$ cat src/asr_pkg.sv
// Package: constants for the host-side controller of a 16K x 4 async static memory
package asr_pkg;
    // ------------------------------------------------------------
    // Geometry
    // ------------------------------------------------------------
    localparam int ADDR_W = 14;
    localparam int DATA_W = 4;
    localparam int DEPTH = 16384;
    // ------------------------------------------------------------
    // Timing (ns, at 4 ns per mclk)
    // ------------------------------------------------------------
    localparam int CLK_NS = 4;
    localparam int T_RC_NS = 85;
    localparam int T_WP_NS = 75;
    localparam int T_DW_NS = 35;
    localparam int T_HZ_NS = 40;
    localparam int RD_CYC = (T_RC_NS + CLK_NS - 1) / CLK_NS;
    localparam int WP_CYC = (T_WP_NS + CLK_NS - 1) / CLK_NS;
    localparam int HZ_CYC = (T_HZ_NS + CLK_NS - 1) / CLK_NS;
    localparam int CNT_W = 6;
    localparam logic [CNT_W-1:0] RD_CNT = CNT_W'(RD_CYC);
    localparam logic [CNT_W-1:0] WP_CNT = CNT_W'(WP_CYC);
    localparam logic [CNT_W-1:0] HZ_CNT = CNT_W'(HZ_CYC);
    localparam logic [CNT_W-1:0] ONE_CNT = 6'h01;
    localparam logic [CNT_W-1:0] ZERO_CNT = 6'h00;
    // ------------------------------------------------------------
    // Sequencer states
    // ------------------------------------------------------------
    typedef enum logic [2:0] {
        ASR_IDLE,
        ASR_SETUP,
        ASR_READ,
        ASR_WRITE,
        ASR_RECOVER
    } asr_state_t;
endpackage : asr_pkg

$ cat src/asr_delay.sv
// Down-counter that times each memory phase in mclk cycles
`timescale 1ns/10ps
module asr_delay (
    // Clock and reset
    input wire logic mclk,
    input wire logic rst,
    // Control
    input wire logic load,
    input wire logic [asr_pkg::CNT_W-1:0] count,
    // Status
    output logic done
);
    logic [asr_pkg::CNT_W-1:0] cnt_reg;

    always_ff @(posedge mclk or posedge rst) begin
        if (rst) begin
            cnt_reg <= asr_pkg::ZERO_CNT;
        end else if (load) begin
            cnt_reg <= count;
        end else if (cnt_reg != asr_pkg::ZERO_CNT) begin
            cnt_reg <= cnt_reg - asr_pkg::ONE_CNT;
        end
    end

    // Done while the count has run out; it must not look at load, since the
    // caller forms load from done and the two would close a loop
    assign done = (cnt_reg == asr_pkg::ZERO_CNT);
endmodule : asr_delay

$ cat src/asr_host.sv
// Host controller that runs read and write cycles on a 16K x 4 async static memory
// ------------------------------------------------------------
// How it works
// - Read: strobe high, select low; memory drives the addressed word.
// - Address is valid before or as select falls for a read.
// - Address changes only while strobe or select is high.
// - Write ends on first of select or strobe rising; recovery follows.
// ------------------------------------------------------------
`timescale 1ns/10ps
module asr_host (
    // Clock and reset
    input wire logic mclk,
    input wire logic rst,
    // User request
    input wire logic req_valid,
    input wire logic req_write,
    input wire logic [asr_pkg::ADDR_W-1:0] req_addr,
    input wire logic [asr_pkg::DATA_W-1:0] req_wdata,
    output logic req_ready,
    // User answer
    output logic rsp_valid,
    output logic [asr_pkg::DATA_W-1:0] rsp_rdata,
    // Memory pins
    output logic sel_n,
    output logic wr_n,
    output logic [asr_pkg::ADDR_W-1:0] word_addr,
    input wire logic [asr_pkg::DATA_W-1:0] shared_data_pins_i,
    output logic [asr_pkg::DATA_W-1:0] shared_data_pins_o,
    output logic shared_data_pins_oe
);
    asr_pkg::asr_state_t state_reg;
    logic write_reg;
    logic load;
    logic [asr_pkg::CNT_W-1:0] count;
    logic done;
    logic [asr_pkg::DATA_W-1:0] din_meta_reg;
    logic [asr_pkg::DATA_W-1:0] din_sync_reg;

    // ------------------------------------------------------------
    // Phase timer
    // ------------------------------------------------------------
    asr_delay u_delay (
        .mclk(mclk),
        .rst(rst),
        .load(load),
        .count(count),
        .done(done)
    );

    // Setup, read and write reload the timer on the cycle their done is seen, so a phase
    // lasts its count plus one cycle; that cycle is the margin for pin skew

    always_comb begin
        load = 1'b0;
        count = asr_pkg::ZERO_CNT;
        case (state_reg)
            asr_pkg::ASR_IDLE: begin
                if (req_valid) begin
                    load = 1'b1;
                    count = asr_pkg::ONE_CNT;
                end
            end
            asr_pkg::ASR_SETUP: begin
                if (done) begin
                    load = 1'b1;
                    // Sampled data takes two extra cycles through the synchroniser
                    count = write_reg ? asr_pkg::WP_CNT : asr_pkg::RD_CNT + 6'h02;
                end
            end
            asr_pkg::ASR_READ, asr_pkg::ASR_WRITE: begin
                if (done) begin
                    load = 1'b1;
                    count = asr_pkg::HZ_CNT;
                end
            end
            default: begin
                load = 1'b0;
            end
        endcase
    end

    // ------------------------------------------------------------
    // Sequencer
    // ------------------------------------------------------------
    always_ff @(posedge mclk or posedge rst) begin
        if (rst) begin
            state_reg <= asr_pkg::ASR_IDLE;
        end else begin
            case (state_reg)
                asr_pkg::ASR_IDLE: begin
                    if (req_valid) begin
                        state_reg <= asr_pkg::ASR_SETUP;
                    end
                end
                asr_pkg::ASR_SETUP: begin
                    if (done) begin
                        state_reg <= write_reg ? asr_pkg::ASR_WRITE : asr_pkg::ASR_READ;
                    end
                end
                asr_pkg::ASR_READ, asr_pkg::ASR_WRITE: begin
                    if (done) begin
                        state_reg <= asr_pkg::ASR_RECOVER;
                    end
                end
                asr_pkg::ASR_RECOVER: begin
                    if (done) begin
                        state_reg <= asr_pkg::ASR_IDLE;
                    end
                end
                default: begin
                    state_reg <= asr_pkg::ASR_IDLE;
                end
            endcase
        end
    end

    // ------------------------------------------------------------
    // Request capture: address and data held for the whole access
    // ------------------------------------------------------------
    always_ff @(posedge mclk or posedge rst) begin
        if (rst) begin
            write_reg <= 1'b0;
            word_addr <= 14'h0000;
            shared_data_pins_o <= 4'h0;
        end else if (state_reg == asr_pkg::ASR_IDLE && req_valid) begin
            // Address moves only here, while select and strobe are both high
            write_reg <= req_write;
            word_addr <= req_addr;
            shared_data_pins_o <= req_wdata;
        end
    end

    // ------------------------------------------------------------
    // Memory control pins
    // ------------------------------------------------------------
    always_ff @(posedge mclk or posedge rst) begin
        if (rst) begin
            sel_n <= 1'b1;
            wr_n <= 1'b1;
        end else begin
            case (state_reg)
                asr_pkg::ASR_SETUP: begin
                    // Address has stood two full cycles before select falls
                    if (done) begin
                        sel_n <= 1'b0;
                        wr_n <= !write_reg;
                    end
                end
                asr_pkg::ASR_READ, asr_pkg::ASR_WRITE: begin
                    // Both rise together, ending the write on one edge
                    if (done) begin
                        sel_n <= 1'b1;
                        wr_n <= 1'b1;
                    end
                end
                default: begin
                    sel_n <= 1'b1;
                    wr_n <= 1'b1;
                end
            endcase
        end
    end

    // Strobe and select fall in the same edge, so the memory never turns its
    // outputs on during a write; the data pins are driven only in writes
    always_ff @(posedge mclk or posedge rst) begin
        if (rst) begin
            shared_data_pins_oe <= 1'b0;
        end else if (state_reg == asr_pkg::ASR_SETUP && done) begin
            shared_data_pins_oe <= write_reg;
        end else if (state_reg == asr_pkg::ASR_RECOVER) begin
            // Data is held one cycle past the rise of select and strobe, so the
            // memory never latches a word that is already changing
            shared_data_pins_oe <= 1'b0;
        end
    end

    // ------------------------------------------------------------
    // Read data synchroniser and answer
    // ------------------------------------------------------------
    // The pins come from an unclocked part and pass two flops before use; the
    // read phase is stretched by two cycles so the sampled word is settled
    always_ff @(posedge mclk or posedge rst) begin
        if (rst) begin
            din_meta_reg <= 4'h0;
            din_sync_reg <= 4'h0;
        end else begin
            din_meta_reg <= shared_data_pins_i;
            din_sync_reg <= din_meta_reg;
        end
    end

    always_ff @(posedge mclk or posedge rst) begin
        if (rst) begin
            rsp_valid <= 1'b0;
            rsp_rdata <= 4'h0;
        end else begin
            rsp_valid <= 1'b0;
            if (state_reg == asr_pkg::ASR_READ && done) begin
                rsp_valid <= 1'b1;
                rsp_rdata <= din_sync_reg;
            end else if (state_reg == asr_pkg::ASR_WRITE && done) begin
                rsp_valid <= 1'b1;
            end
        end
    end

    // Ready is only a hint: a request raised while idle is taken at the next
    // edge, so the user must drop it in the cycle the answer shows
    always_ff @(posedge mclk or posedge rst) begin
        if (rst) begin
            req_ready <= 1'b0;
        end else begin
            req_ready <= (state_reg == asr_pkg::ASR_RECOVER && done) ||
                         (state_reg == asr_pkg::ASR_IDLE && !req_valid);
        end
    end
endmodule : asr_host

$ cat config.mk
export PLATFORM = sky130hd
export DESIGN_NAME = asr_host
export DESIGN_NICKNAME = d
export VERILOG_FILES = /design/src/asr_pkg.sv /design/src/asr_delay.sv /design/src/asr_host.sv
export SDC_FILE = /design/constraint.sdc
export NUM_CORES = 1
export LEC_CHECK = 0
export BUFFER_PORTS_ARGS = -buffer_cell sky130_fd_sc_hd__buf_2
export CORE_UTILIZATION = 55
export DETAILED_ROUTE_END_ITERATION = 16
export GPL_ROUTABILITY_DRIVEN = 1
export PLACE_DENSITY = 0.9
export SLEW_MARGIN = 20
export SYNTH_ARGS = -nofsm -noshare
export SYNTH_HDL_FRONTEND = slang
export SYNTH_HIERARCHICAL = 1
export SYNTH_SLANG_ARGS = --single-unit
$ cat constraint.sdc
create_clock -name mclk -period 6.1 [get_ports mclk]
set_clock_uncertainty 0.05 [all_clocks]
set_input_delay 1.22 -clock mclk [delete_from_list [all_inputs] [get_ports mclk]]
set_output_delay 1.22 -clock mclk [all_outputs]
set_load 0.05 [all_outputs]
==> out/metrics.csv, run 1 <==
stage,metric,value,unit
global_route,antenna_found_initial,0,
power_and_ir_drop,clkPwrFrac,11.5,%
place,dp_hpwl,2600,um
drt,drtPass1Iterations,4,
cts,postCtsSetupBuffers,0,
synthesis,synthesis.area,1890,um2
synthesis,synth.most_common_cell,dfrtp_1,
sta,hold_violations,0,
sta,slew_viol_final,0,
power_and_ir_drop,power_switching,0.633,mW
setup_path,r2r_end,u_delay/cnt_reg[4]$_DFFE_PP0P_,
setup_path,startpoint,u_delay/cnt_reg[2]$_DFFE_PP0P_,
cells_and_area,final-seq-area,1130,um2
die,initial_core_util,59.8,%
power_and_ir_drop,ir_drop,0.000414,V
cts,clock_path_buffers,2,
cells_and_area,multi_input_area,696,um2
cells_and_area,layout.cells.non_filler,250,
place,gp_congestion,0.799,
global_route,grt_first_pass_wirelength,5730,um
sta,worst_slew_pin_slew,0.809,ns
synthesis,yosys-top-cells-count,"43 x dfrtp_1, 24 x mux2_2, 10 x a21oi_1, 9 x inv_1, 9 x nand2_1",
setup_path,r2r_slack,3.24,ns
synthesis,synth_cells,150,
power_and_ir_drop,leakage,1.09,nW
setup_path,cp-start-kind,register,
status,outcome,completed,
cells_and_area,largest_reg_flops,14,
die,ios,53,
synthesis,ys_top_cells_by_area,"dfrtp_1 57%, mux2_2 14%, dfstp_2 2.8%",
cts,cts_tree,yes,
worst_hold_path,worstHoldPathType,register to register,
die,die_h,60.6,um
sta,rsz0062_at_grt,false,
cts,cts_resized,0,
power_and_ir_drop,switching_share,48.1,%
setup_path,crit_required,6.31,ns
drt,vias,1326,
cts,cts_htree_levels,2,
drt,viasPerCell,5.30,
drt,drt_iter0_drc,26,
cells_and_area,areaGrowthSynthToFinish,19.2,%
setup_path,worstReg2RegStart,u_delay/cnt_reg[2]$_DFFE_PP0P_,
place,dp_cells,242,
sta,tns,0,ns
synthesis,yosys_warnings,6,
cells_and_area,postLayoutCoreUtil,71.3,%
cts,insertion_delay,0.36,ns
power_and_ir_drop,pwr-share-comb,50.0,%
setup_path,critPathMaxFanout,15,
power_and_ir_drop,pwr-share-seq,38.5,%
worst_hold_path,min_from,din_meta_reg[1]$_DFF_PP0_,
run,cap_violations,0,
sta,hold_ws,0.315,ns
die,die-area,3670,um2
worst_hold_path,hold_path_end,din_sync_reg[1]$_DFF_PP0_,
drt,antenna_left,0,
drt,routedWlPerCell,13.7,um
synthesis,syn_avg_cell_area,12.6,um2
setup_path,reg2reg_depth,6,
cts,root_buffer,clkbuf_4,
setup_path,criticalPathCategory,register to register,
sta,setup_viol,0,
cells_and_area,fillers,232,
setup_path,worst_ep_arrival_time,3.06,ns
die,core,3150,um2
cells_and_area,post_route_cells_drive_above_1_share,45.1,%
synthesis,yosysTopAreaCell,dfrtp_1,
synthesis,synth-edff-count,0,
cts,cts_buffers,5,
cts,cts_hold_buf,0,
cells_and_area,final_nets,233,
sta,fmax,350,MHz
synthesis,synth-async-reset-ratio,100,%
cells_and_area,n_antenna_cell,0,
synthesis,synth_top_area_share,57.0,%
worst_hold_path,worstHoldPathCells,0,
global_route,grt_pass1_vias,1323,
sta,slew_headroom,45.9,%
global_route,grt_overflow_total,0,
synthesis,synth_top_flop_cell,dfrtp_1,
sta,finalCriticalPeriod,2.86,ns
cts,clkSinkCount,45,
synthesis,ys_seq_elements,45,
sta,period_share,46.8,%
power_and_ir_drop,p_per_area,586,nW/um2
synthesis,ys_types,38,
die,die_w,60.6,um
die,rows,20,
setup_path,critPathCaptureType,register,
drt,routed_wl,3420,um
synthesis,yosysSeqAreaShare,59.8,%
place,io_buffers,52,
cts,clk_pin_slew,0.14,ns
drt,drc,0,
global_route,grt_max_degree,40,
power_and_ir_drop,p_int,0.684,mW
global_route,grt_use_total,21.9,%
cell type report:
cell class,instances,area share [%]
clock buffers,6,2.28
clock inverters,2,0.723
inverters,9,1.50
multi-input cells,91,30.9
flip-flops and latches,45,50.2
well taps,44,2.45
repair buffers,53,11.9
placed cells by master (no fill, tap or decap), types with 2 or more instances in the layout:
| cell type | instances |
|---|---|
| o31ai_1 | 3 |
| conb_1 | 2 |
| dfrtp_1 | 43 |
| nand2b_1 | 2 |
| nor3_1 | 4 |
| nor2_1 | 7 |
| inv_1 | 9 |
| xnor2_1 | 2 |
| o21ai_0 | 3 |
| buf_2 | 52 |
| a21oi_1 | 10 |
| nor4_1 | 2 |
| clkbuf_4 | 5 |
| ha_1 | 2 |
| dfstp_2 | 2 |
| nand2_1 | 9 |
| a21o_1 | 2 |
| mux2_2 | 24 |
worst max-delay path by stage:
| stage | depth (start not counted) | endpoint |
|---|---|---|
| final | 6 | u_delay/cnt_reg[4]$_DFFE_PP0P_ |
| after detailed placement | 6 | u_delay/cnt_reg[4]$_DFFE_PP0P_ |
| after floorplan | 8 | u_delay/cnt_reg[1]$_DFFE_PP0P_ |
| after global placement | 6 | u_delay/cnt_reg[4]$_DFFE_PP0P_ |
| after global routing | 8 | u_delay/cnt_reg[4]$_DFFE_PP0P_ |
| after CTS | 6 | u_delay/cnt_reg[4]$_DFFE_PP0P_ |
stage by stage:
step,cell area (um2),worst slack (ns),power [mW]
finish,2250,3.24,1.32
global placement,2180,3.37,1.14
floorplan,1890,3.76,1.03
global route,2250,3.03,1.39
detailed placement,2180,3.27,1.17
CTS,2250,3.25,1.33
power groups by stage:
| stage | Sequential [mW] | Clock (mW) | Combinational [mW] |
|---|---|---|---|
| global route | 0.524 | 0.167 | 0.700 |
| CTS | 0.508 | 0.156 | 0.662 |
| global placement | 0.501 | 0 | 0.641 |
| finish | 0.507 | 0.152 | 0.658 |
| floorplan | 0.776 | 0 | 0.250 |
| detailed placement | 0.513 | 0 | 0.661 |
logic make-up after synthesis:
group                      synth area share [%]
DFF                                        59.8
other                                     0.199
buffers and inverters                      3.51
muxes                                      14.3
and+or+nand+nor                            10.4
adders and majority gates                  1.33
AOI/OAI and AO/OA                          9.48
xor gates and xnor gates                  0.929
per-layer routing:
| metal | vias to the layer above | global-route usage [%] | share of wire (%) |
|---|---|---|---|
| met5 | - | 0 | 0 |
| met4 | 0 | 8.77 | 2.3 |
| met3 | 9 | 6.82 | 5.4 |
| met2 | 48 | 37.2 | 52 |
| met1 | 639 | 25.9 | 40 |
| li1 | 630 | - | - |
worst max-delay path: stages (launching register included):
cell and delay (ns):
dfrtp_1 0.45, or3_4 0.43, nor2_2 0.43, o21ai_0 0.16, a21oi_1 0.65, and2b_1 0.26
a221o_1 0.31
Note: power is estimated with default switching activity, not from simulation.
==> run 2: changes to the inputs <==
--- a/config.mk
+++ b/config.mk
@@ -5,11 +5,12 @@
 export SDC_FILE = /design/constraint.sdc
 export NUM_CORES = 1
 export LEC_CHECK = 0
+export ABC_AREA = 1
 export BUFFER_PORTS_ARGS = -buffer_cell sky130_fd_sc_hd__buf_2
-export CORE_UTILIZATION = 55
+export CORE_UTILIZATION = 51
 export DETAILED_ROUTE_END_ITERATION = 16
 export GPL_ROUTABILITY_DRIVEN = 1
-export PLACE_DENSITY = 0.9
+export PLACE_DENSITY = 0.84
 export SLEW_MARGIN = 20
 export SYNTH_ARGS = -nofsm -noshare
 export SYNTH_HDL_FRONTEND = slang
==> constraint.sdc (replaced) <==
create_clock -name mclk -period 3 [get_ports mclk]
set_clock_uncertainty 0.05 [all_clocks]
set_input_delay 0.6 -clock mclk [delete_from_list [all_inputs] [get_ports mclk]]
set_output_delay 0.6 -clock mclk [all_outputs]
set_load 0.05 [all_outputs]
==> run 2 against run 1 <==
Compared with the run above: critical path depth increased by 6; die area increased by 12%; synthesized cell count increased by 32%; non-clock buffer count increased by 3; cell area increased by 6.5%; combinational power increased by 110%; cell count increased by 23%; clock-buffer cell count unchanged; critical path type unchanged; largest power group unchanged; highest routed layer unchanged.
==> out/metrics.csv, run 2 <==
stage,metric,value,unit
status,outcome,completed,
sta,finalCriticalPeriod,2.04,ns
place,io_buffers,52,
cells_and_area,final-seq-area,1130,um2
synthesis,synth.most_common_cell,nand2_1,
sta,tns,0,ns
place,gp_congestion,0.878,
cts,cts_buffers,5,
place,dp_hpwl,2570,um
power_and_ir_drop,finalPower,2.79,mW
sta,slew_headroom,48.1,%
cells_and_area,layout.cells.non_filler,307,
sta,rsz0062_at_grt,false,
power_and_ir_drop,power_switching,1.34,mW
sta,slew_viol_final,0,
cts,insertion_delay,0.29,ns
global_route,grt.met3_usage,6.07,%
global_route,grt_first_pass_wirelength,6200,um
die,core,3690,um2
power_and_ir_drop,p_int,1.45,mW
global_route,grt_overflow_total,0,
sta,period_share,68.1,%
global_route,grt.busiest_layer,met2,
setup_path,crit_required,3.14,ns
drt,routed_wl,3430,um
sta,hold_violations,0,
setup_path,criticalPathCategory,register to register,
global_route,grt_max_degree,40,
synthesis,synthesis.area,1970,um2
cts,cts_htree_levels,2,
synthesis,syn_avg_cell_area,9.97,um2
global_route,grt_use_total,20.0,%
synthesis,yosysTopAreaCell,dfrtp_1,
cells_and_area,largest_reg_flops,14,
cells_and_area,postLayoutCoreUtil,64.9,%
synthesis,ys_seq_elements,45,
setup_path,critPathMaxFanout,6,
cts,cts_tree,yes,
drt,drt_iter0_drc,39,
synthesis,synth-edff-count,0,
die,die_w,64.2,um
cells_and_area,final_common_cell,buf_2,
cts,clk_pin_slew,0.08,ns
global_route,antenna_found_initial,0,
cells_and_area,post_route_cells_drive_above_1_share,37.8,%
power_and_ir_drop,p_per_area,1170,nW/um2
global_route,grt.met2_usage,34.8,%
sta,fmax,490,MHz
synthesis,ys_types,22,
cells_and_area,final_nets,286,
cts,postCtsSetupBuffers,0,
die,initial_core_util,53.5,%
run,cap_violations,0,
cts,root_buffer,clkbuf_8,
cells_and_area,final_cell_mix,"52 x buf_2, 45 x nand2_1, 43 x dfrtp_1",
place,dp_cells,299,
synthesis,yosysSeqAreaShare,57.2,%
cts,clkSinkCount,45,
power_and_ir_drop,ir_drop,0.000703,V
worst_hold_path,worstHoldPathType,input port to asynchronous set/reset pin,
die,ios,53,
synthesis,synth_top_flop_cell,dfrtp_1,
power_and_ir_drop,clkPwrFrac,16.0,%
drt,vias,1446,
drt,drtPass1Iterations,4,
cells_and_area,areaGrowthSynthToFinish,21.3,%
cells_and_area,n_antenna_cell,0,
setup_path,cp-start-kind,register,
cts,cts_resized,0,
synthesis,yosys-top-cells-count,"45 x nand2_1, 43 x dfrtp_1, 32 x inv_1, 20 x o21ai_2, 13 x nand3_1",
drt,viasPerCell,4.71,
setup_path,critPathCaptureType,register,
power_and_ir_drop,switching_share,48.1,%
cells_and_area,multi_input_area,673,um2
global_route,use_met1,23.1,%
die,die_h,64.2,um
die,die-area,4120,um2
drt,antenna_left,0,
sta,worst_slew_pin_slew,0.778,ns
cts,clock_path_buffers,2,
drt,drc,0,
synthesis,synth-async-reset-ratio,100,%
power_and_ir_drop,pwr-share-seq,34.6,%
sta,setup_viol,0,
die,rows,22,
synthesis,synth_cells,198,
drt,routedWlPerCell,11.2,um
power_and_ir_drop,pwr-share-comb,49.4,%
synthesis,yosys_warnings,6,
synthesis,ys_top_cells_by_area,"dfrtp_1 54%, o21ai_2 8.9%, nand2_1 8.6%",
setup_path,worst_ep_arrival_time,2.18,ns
cts,cts_hold_buf,0,
synthesis,synth_top_area_share,54.5,%
cells_and_area,fillers,313,
power_and_ir_drop,leakage,1.31,nW
global_route,grt_pass1_vias,1446,
[run 2: final cells by class]
type / count / share of cell area (%)
clock buffer: 6 / 3.03
clock inverter: 2 / 1.62
inverter: 35 / 5.49
multi-input combinational: 115 / 28.1
sequential: 45 / 47.1
tap: 48 / 2.51
timing repair buffer: 56 / 12.1
[run 2: layer usage]
| layer | part of all wire [%] | routed length [um] |
|---|---|---|
| met5 | 0 | 0 |
| met4 | 1.7 | 57 |
| met3 | 5.3 | 183 |
| met2 | 48 | 1660 |
| met1 | 45 | 1530 |
[run 2: worst max-delay path, stage by stage, from the launching register on]
cell and delay [ns]:
dfrtp_1 0.39, inv_1 0.16, ha_1 0.22, nand3_4 0.11, inv_1 0.14, inv_1 0.12, o31ai_1 0.23, buf_4 0.19
inv_2 0.07, nor2_1 0.09, nor2_1 0.06, nand2_1 0.06, inv_1 0.04
[run 2: cell families (layout without fill, tap and decap cells)]
| group | count (synthesis) | after routing | share of synthesized area (%) |
|---|---|---|---|
| other | 1 | 2 | 0.190 |
| XOR/XNOR | 3 | 3 | 1.33 |
| adder cells (fa/ha/maj) | 2 | 2 | 1.27 |
| flip-flops | 45 | 45 | 57.2 |
| AND/OR/NAND/NOR | 78 | 78 | 19.6 |
| buffers and inverters | 39 | 99 | 8.94 |
| AO/OA/AOI/OAI | 30 | 30 | 11.5 |
[run 2: path summary, 6_finish.rpt]
path                                           startpoint                             end  slack, ns  cells after the start
min in group mclk               din_meta_reg[0]$_DFF_PP0_       din_sync_reg[0]$_DFF_PP0_       0.30                      0
setup / recovery           u_delay/cnt_reg[0]$_DFFE_PP0P_  u_delay/cnt_reg[5]$_DFFE_PP0P_       0.96                     12
hold / removal                                        rst  u_delay/cnt_reg[0]$_DFFE_PP0P_       0.17                      2
hold reg to reg                 din_meta_reg[0]$_DFF_PP0_       din_sync_reg[0]$_DFF_PP0_       0.30                      0
max in group asynchronous                             rst               sel_n$_DFFE_PP1P_       1.82                      3
setup reg to reg           u_delay/cnt_reg[0]$_DFFE_PP0P_  u_delay/cnt_reg[5]$_DFFE_PP0P_       0.96                     12
[run 2: power by group through the flow]
| stage | Clock [mW] | Sequential (mW) | Combinational [mW] |
|---|---|---|---|
| floorplan | 0 | 1.45 | 0.634 |
| global placement | 0 | 0.969 | 1.34 |
| detailed placement | 0 | 0.969 | 1.39 |
| CTS | 0.460 | 0.967 | 1.39 |
| global route | 0.485 | 0.994 | 1.50 |
| finish | 0.445 | 0.965 | 1.38 |
[run 2: per-stage QoR]
stage	hold WS, ns	setup slack, ns	cell area (um2)
2_1_floorplan	0.281	0.800	1980
3_3_place_gp	0.282	1.10	2280
3_5_place_dp	0.285	0.996	2280
4_1_cts	0.165	0.980	2390
5_1_grt	0.174	0.784	2390
6_report	0.166	0.958	2390
==> run 3: changes to the inputs <==
--- a/config.mk
+++ b/config.mk
@@ -7,10 +7,10 @@
 export LEC_CHECK = 0
 export ABC_AREA = 1
 export BUFFER_PORTS_ARGS = -buffer_cell sky130_fd_sc_hd__buf_2
-export CORE_UTILIZATION = 51
+export CORE_UTILIZATION = 46
 export DETAILED_ROUTE_END_ITERATION = 16
 export GPL_ROUTABILITY_DRIVEN = 1
-export PLACE_DENSITY = 0.84
+export PLACE_DENSITY = 0.8
 export SLEW_MARGIN = 20
 export SYNTH_ARGS = -nofsm -noshare
 export SYNTH_HDL_FRONTEND = slang
==> constraint.sdc (replaced) <==
create_clock -name mclk -period 1.7 [get_ports mclk]
set_clock_uncertainty 0.05 [all_clocks]
set_input_delay 0.34 -clock mclk [delete_from_list [all_inputs] [get_ports mclk]]
set_output_delay 0.34 -clock mclk [all_outputs]
set_load 0.05 [all_outputs]
==> run 3 against run 2 <==
Compared with the run above: clock power up 88%; fmax up 27%; combinational power up 93%; setup slack worse by 0.87 ns; sequential power up 77%; total power up 86%; highest routed layer unchanged; register-to-register slack worse by 0.87 ns.
==> out/metrics.csv, run 3 (synthesized netlist as in run 2, its figures left out) <==
stage,metric,value,unit
status,outcome,completed,
global_route,grt_pass1_vias,1365,
setup_path,path_buf_inv,5,
cts,cts_tree,yes,
cells_and_area,areaGrowthSynthToFinish,27.7,%
drt,viasPerCell,4.64,
cts,clkSinkCount,45,
power_and_ir_drop,p_per_area,2060,nW/um2
place,dp_hpwl,2380,um
sta,rsz0062_at_grt,true,
cts,clock_path_buffers,2,
die,initial_core_util,48.7,%
cts,cts_htree_levels,2,
place,placed_area,2320,um2
power_and_ir_drop,switching_share,47.6,%
power_and_ir_drop,leakage,1.36,nW
sta,tns,0,ns
cells_and_area,final_cell_mix,"52 x buf_2, 45 x nand2_1, 43 x dfrtp_1",
cts,insertion_delay,0.30,ns
setup_path,cp-start-kind,register,
drt,vias,1471,
cells_and_area,fillers,334,
sta,hold_violations,0,
drt,antenna_left,0,
sta,fmax,621,MHz
drt,drc,0,
die,die_w,67.5,um
drt,wl_met2,1660,um
power_and_ir_drop,p_int,2.72,mW
drt,routed_wl,3450,um
cts,cts_buffers,5,
power_and_ir_drop,pwr-share-seq,32.8,%
cells_and_area,largest_reg_flops,14,
setup_path,cpLargestDelayFamily,buffers and inverters,
setup_path,critPathMaxFanout,5,
drt,drtPass1Iterations,6,
place,gp_congestion,0.848,
drt,drt-met1-wl,1500,um
die,die_h,67.5,um
setup_path,worst_ep_arrival_time,1.79,ns
worst_hold_path,worstHoldPathType,input port to register,
setup_path,slowest_delay,0.40,ns
setup_path,crit_required,1.88,ns
sta,slew_viol_final,0,
drt,routedWlPerCell,10.9,um
global_route,grt_overflow_total,0,
cells_and_area,final_common_cell,buf_2,
die,rows,23,
cts,clk_pin_slew,0.09,ns
place,io_buffers,52,
setup_path,cp_slowest_cell,dfrtp_1,
sta,finalCriticalPeriod,1.61,ns
cells_and_area,design_area,2520,um2
drt,drt_iter0_drc,95,
power_and_ir_drop,clkPwrFrac,16.0,%
setup_path,crit_path_cell_trace,"inv_2, ha_4, nand3_4, inv_4, inv_6, o31ai_4, buf_6, buf_4, nand2_1, o21ai_1",
cells_and_area,post_route_cells_drive_above_1_share,42.3,%
global_route,grt_use_total,17.4,%
drt,top_layer,met4,
global_route,grt_first_pass_wirelength,5860,um
cts,root_buffer,clkbuf_8,
sta,setup_viol,0,
global_route,grt_max_degree,40,
power_and_ir_drop,power_switching,2.48,mW
die,ios,53,
cells_and_area,final_nets,294,
cells_and_area,postLayoutCoreUtil,62.1,%
cells_and_area,n_antenna_cell,0,
die,core,4060,um2
global_route,antenna_found_initial,0,
drt,wl_met3,211,um
setup_path,criticalPathCategory,register to register,
run,cap_violations,0,
die,die-area,4560,um2
setup_path,critPathCaptureType,register,
power_and_ir_drop,ir_drop,0.00138,V
power_and_ir_drop,pwr-share-comb,51.2,%
sta,period_share,94.7,%
run 3: final cells by class:
cell class / instances / area, um2 / area share (%)
well taps: 50 / 62.6 / 2.48
inverters: 35 / 139 / 5.51
clock buffers: 5 / 68.8 / 2.73
repair buffers: 64 / 369 / 14.6
multi-input cells: 115 / 704 / 27.9
flip-flops and latches: 45 / 1130 / 44.8
clock inverters: 3 / 48.8 / 1.94
run 3: metrics by stage:
step           hold WS [ns]  total power [mW]  cells  setup WS, ns
2_1_floorplan        0.0810              3.72    199        0.0126
3_3_place_gp          0.222              4.17    302        0.0831
5_1_grt              0.0811              5.55    317       -0.0278
6_report             0.0879              5.20    317        0.0895
3_5_place_dp          0.236              4.23    302        0.0190
4_1_cts              0.0838              5.09    311        0.0113
run 3: final timing paths:
check | startpoint | end | slack (ns) | depth (start not counted)
hold reg to reg | din_meta_reg[0]$_DFF_PP0_ | din_sync_reg[0]$_DFF_PP0_ | 0.30 | 0
min in group asynchronous | rst | u_delay/cnt_reg[3]$_DFFE_PP0P_ | 0.45 | 3
max in group asynchronous | rst | wr_n$_DFFE_PP1P_ | 0.58 | 4
hold / removal | shared_data_pins_i[3] | din_meta_reg[3]$_DFF_PP0_ | 0.09 | 1
setup reg to reg | u_delay/cnt_reg[1]$_DFFE_PP0P_ | u_delay/cnt_reg[4]$_DFFE_PP0P_ | 0.09 | 10
setup / recovery | u_delay/cnt_reg[1]$_DFFE_PP0P_ | u_delay/cnt_reg[4]$_DFFE_PP0P_ | 0.09 | 10
run 3: power groups by stage:
stage / Combinational (mW) / Clock (mW) / Sequential [mW]
detailed placement: 2.51 / 0 / 1.72
global route: 2.90 / 0.895 / 1.76
CTS: 2.52 / 0.861 / 1.71
finish: 2.66 / 0.835 / 1.71
floorplan: 1.15 / 0 / 2.57
global placement: 2.45 / 0 / 1.72
run 3: routing by layer:
metal  up-vias  global-route usage, %
li1        745                      -
met1       669                   21.6
met2        50                   28.6
met5         -                      0
met3         7                   5.24
met4         0                   6.38
run 3: what timing repair did:
action / 4_1_cts / 5_1_grt
hold endpoints to repair: 6 / 0
hold buffers: 1 / 0
setup endpoints to repair: 1 / 6
buffers inserted: 0 / 6
gates resized for setup: 1 / 6
cloned: 0 / 0
pin swaps: 0 / 6
run 3: worst reg2reg max path: stages, from the launching register on:
cell and delay, ns:
dfrtp_1 0.40, inv_2 0.09, ha_4 0.14, nand3_4 0.09
inv_4 0.10, inv_6 0.05, o31ai_4 0.25, buf_6 0.15
buf_4 0.11, nand2_1 0.05, o21ai_1 0.08
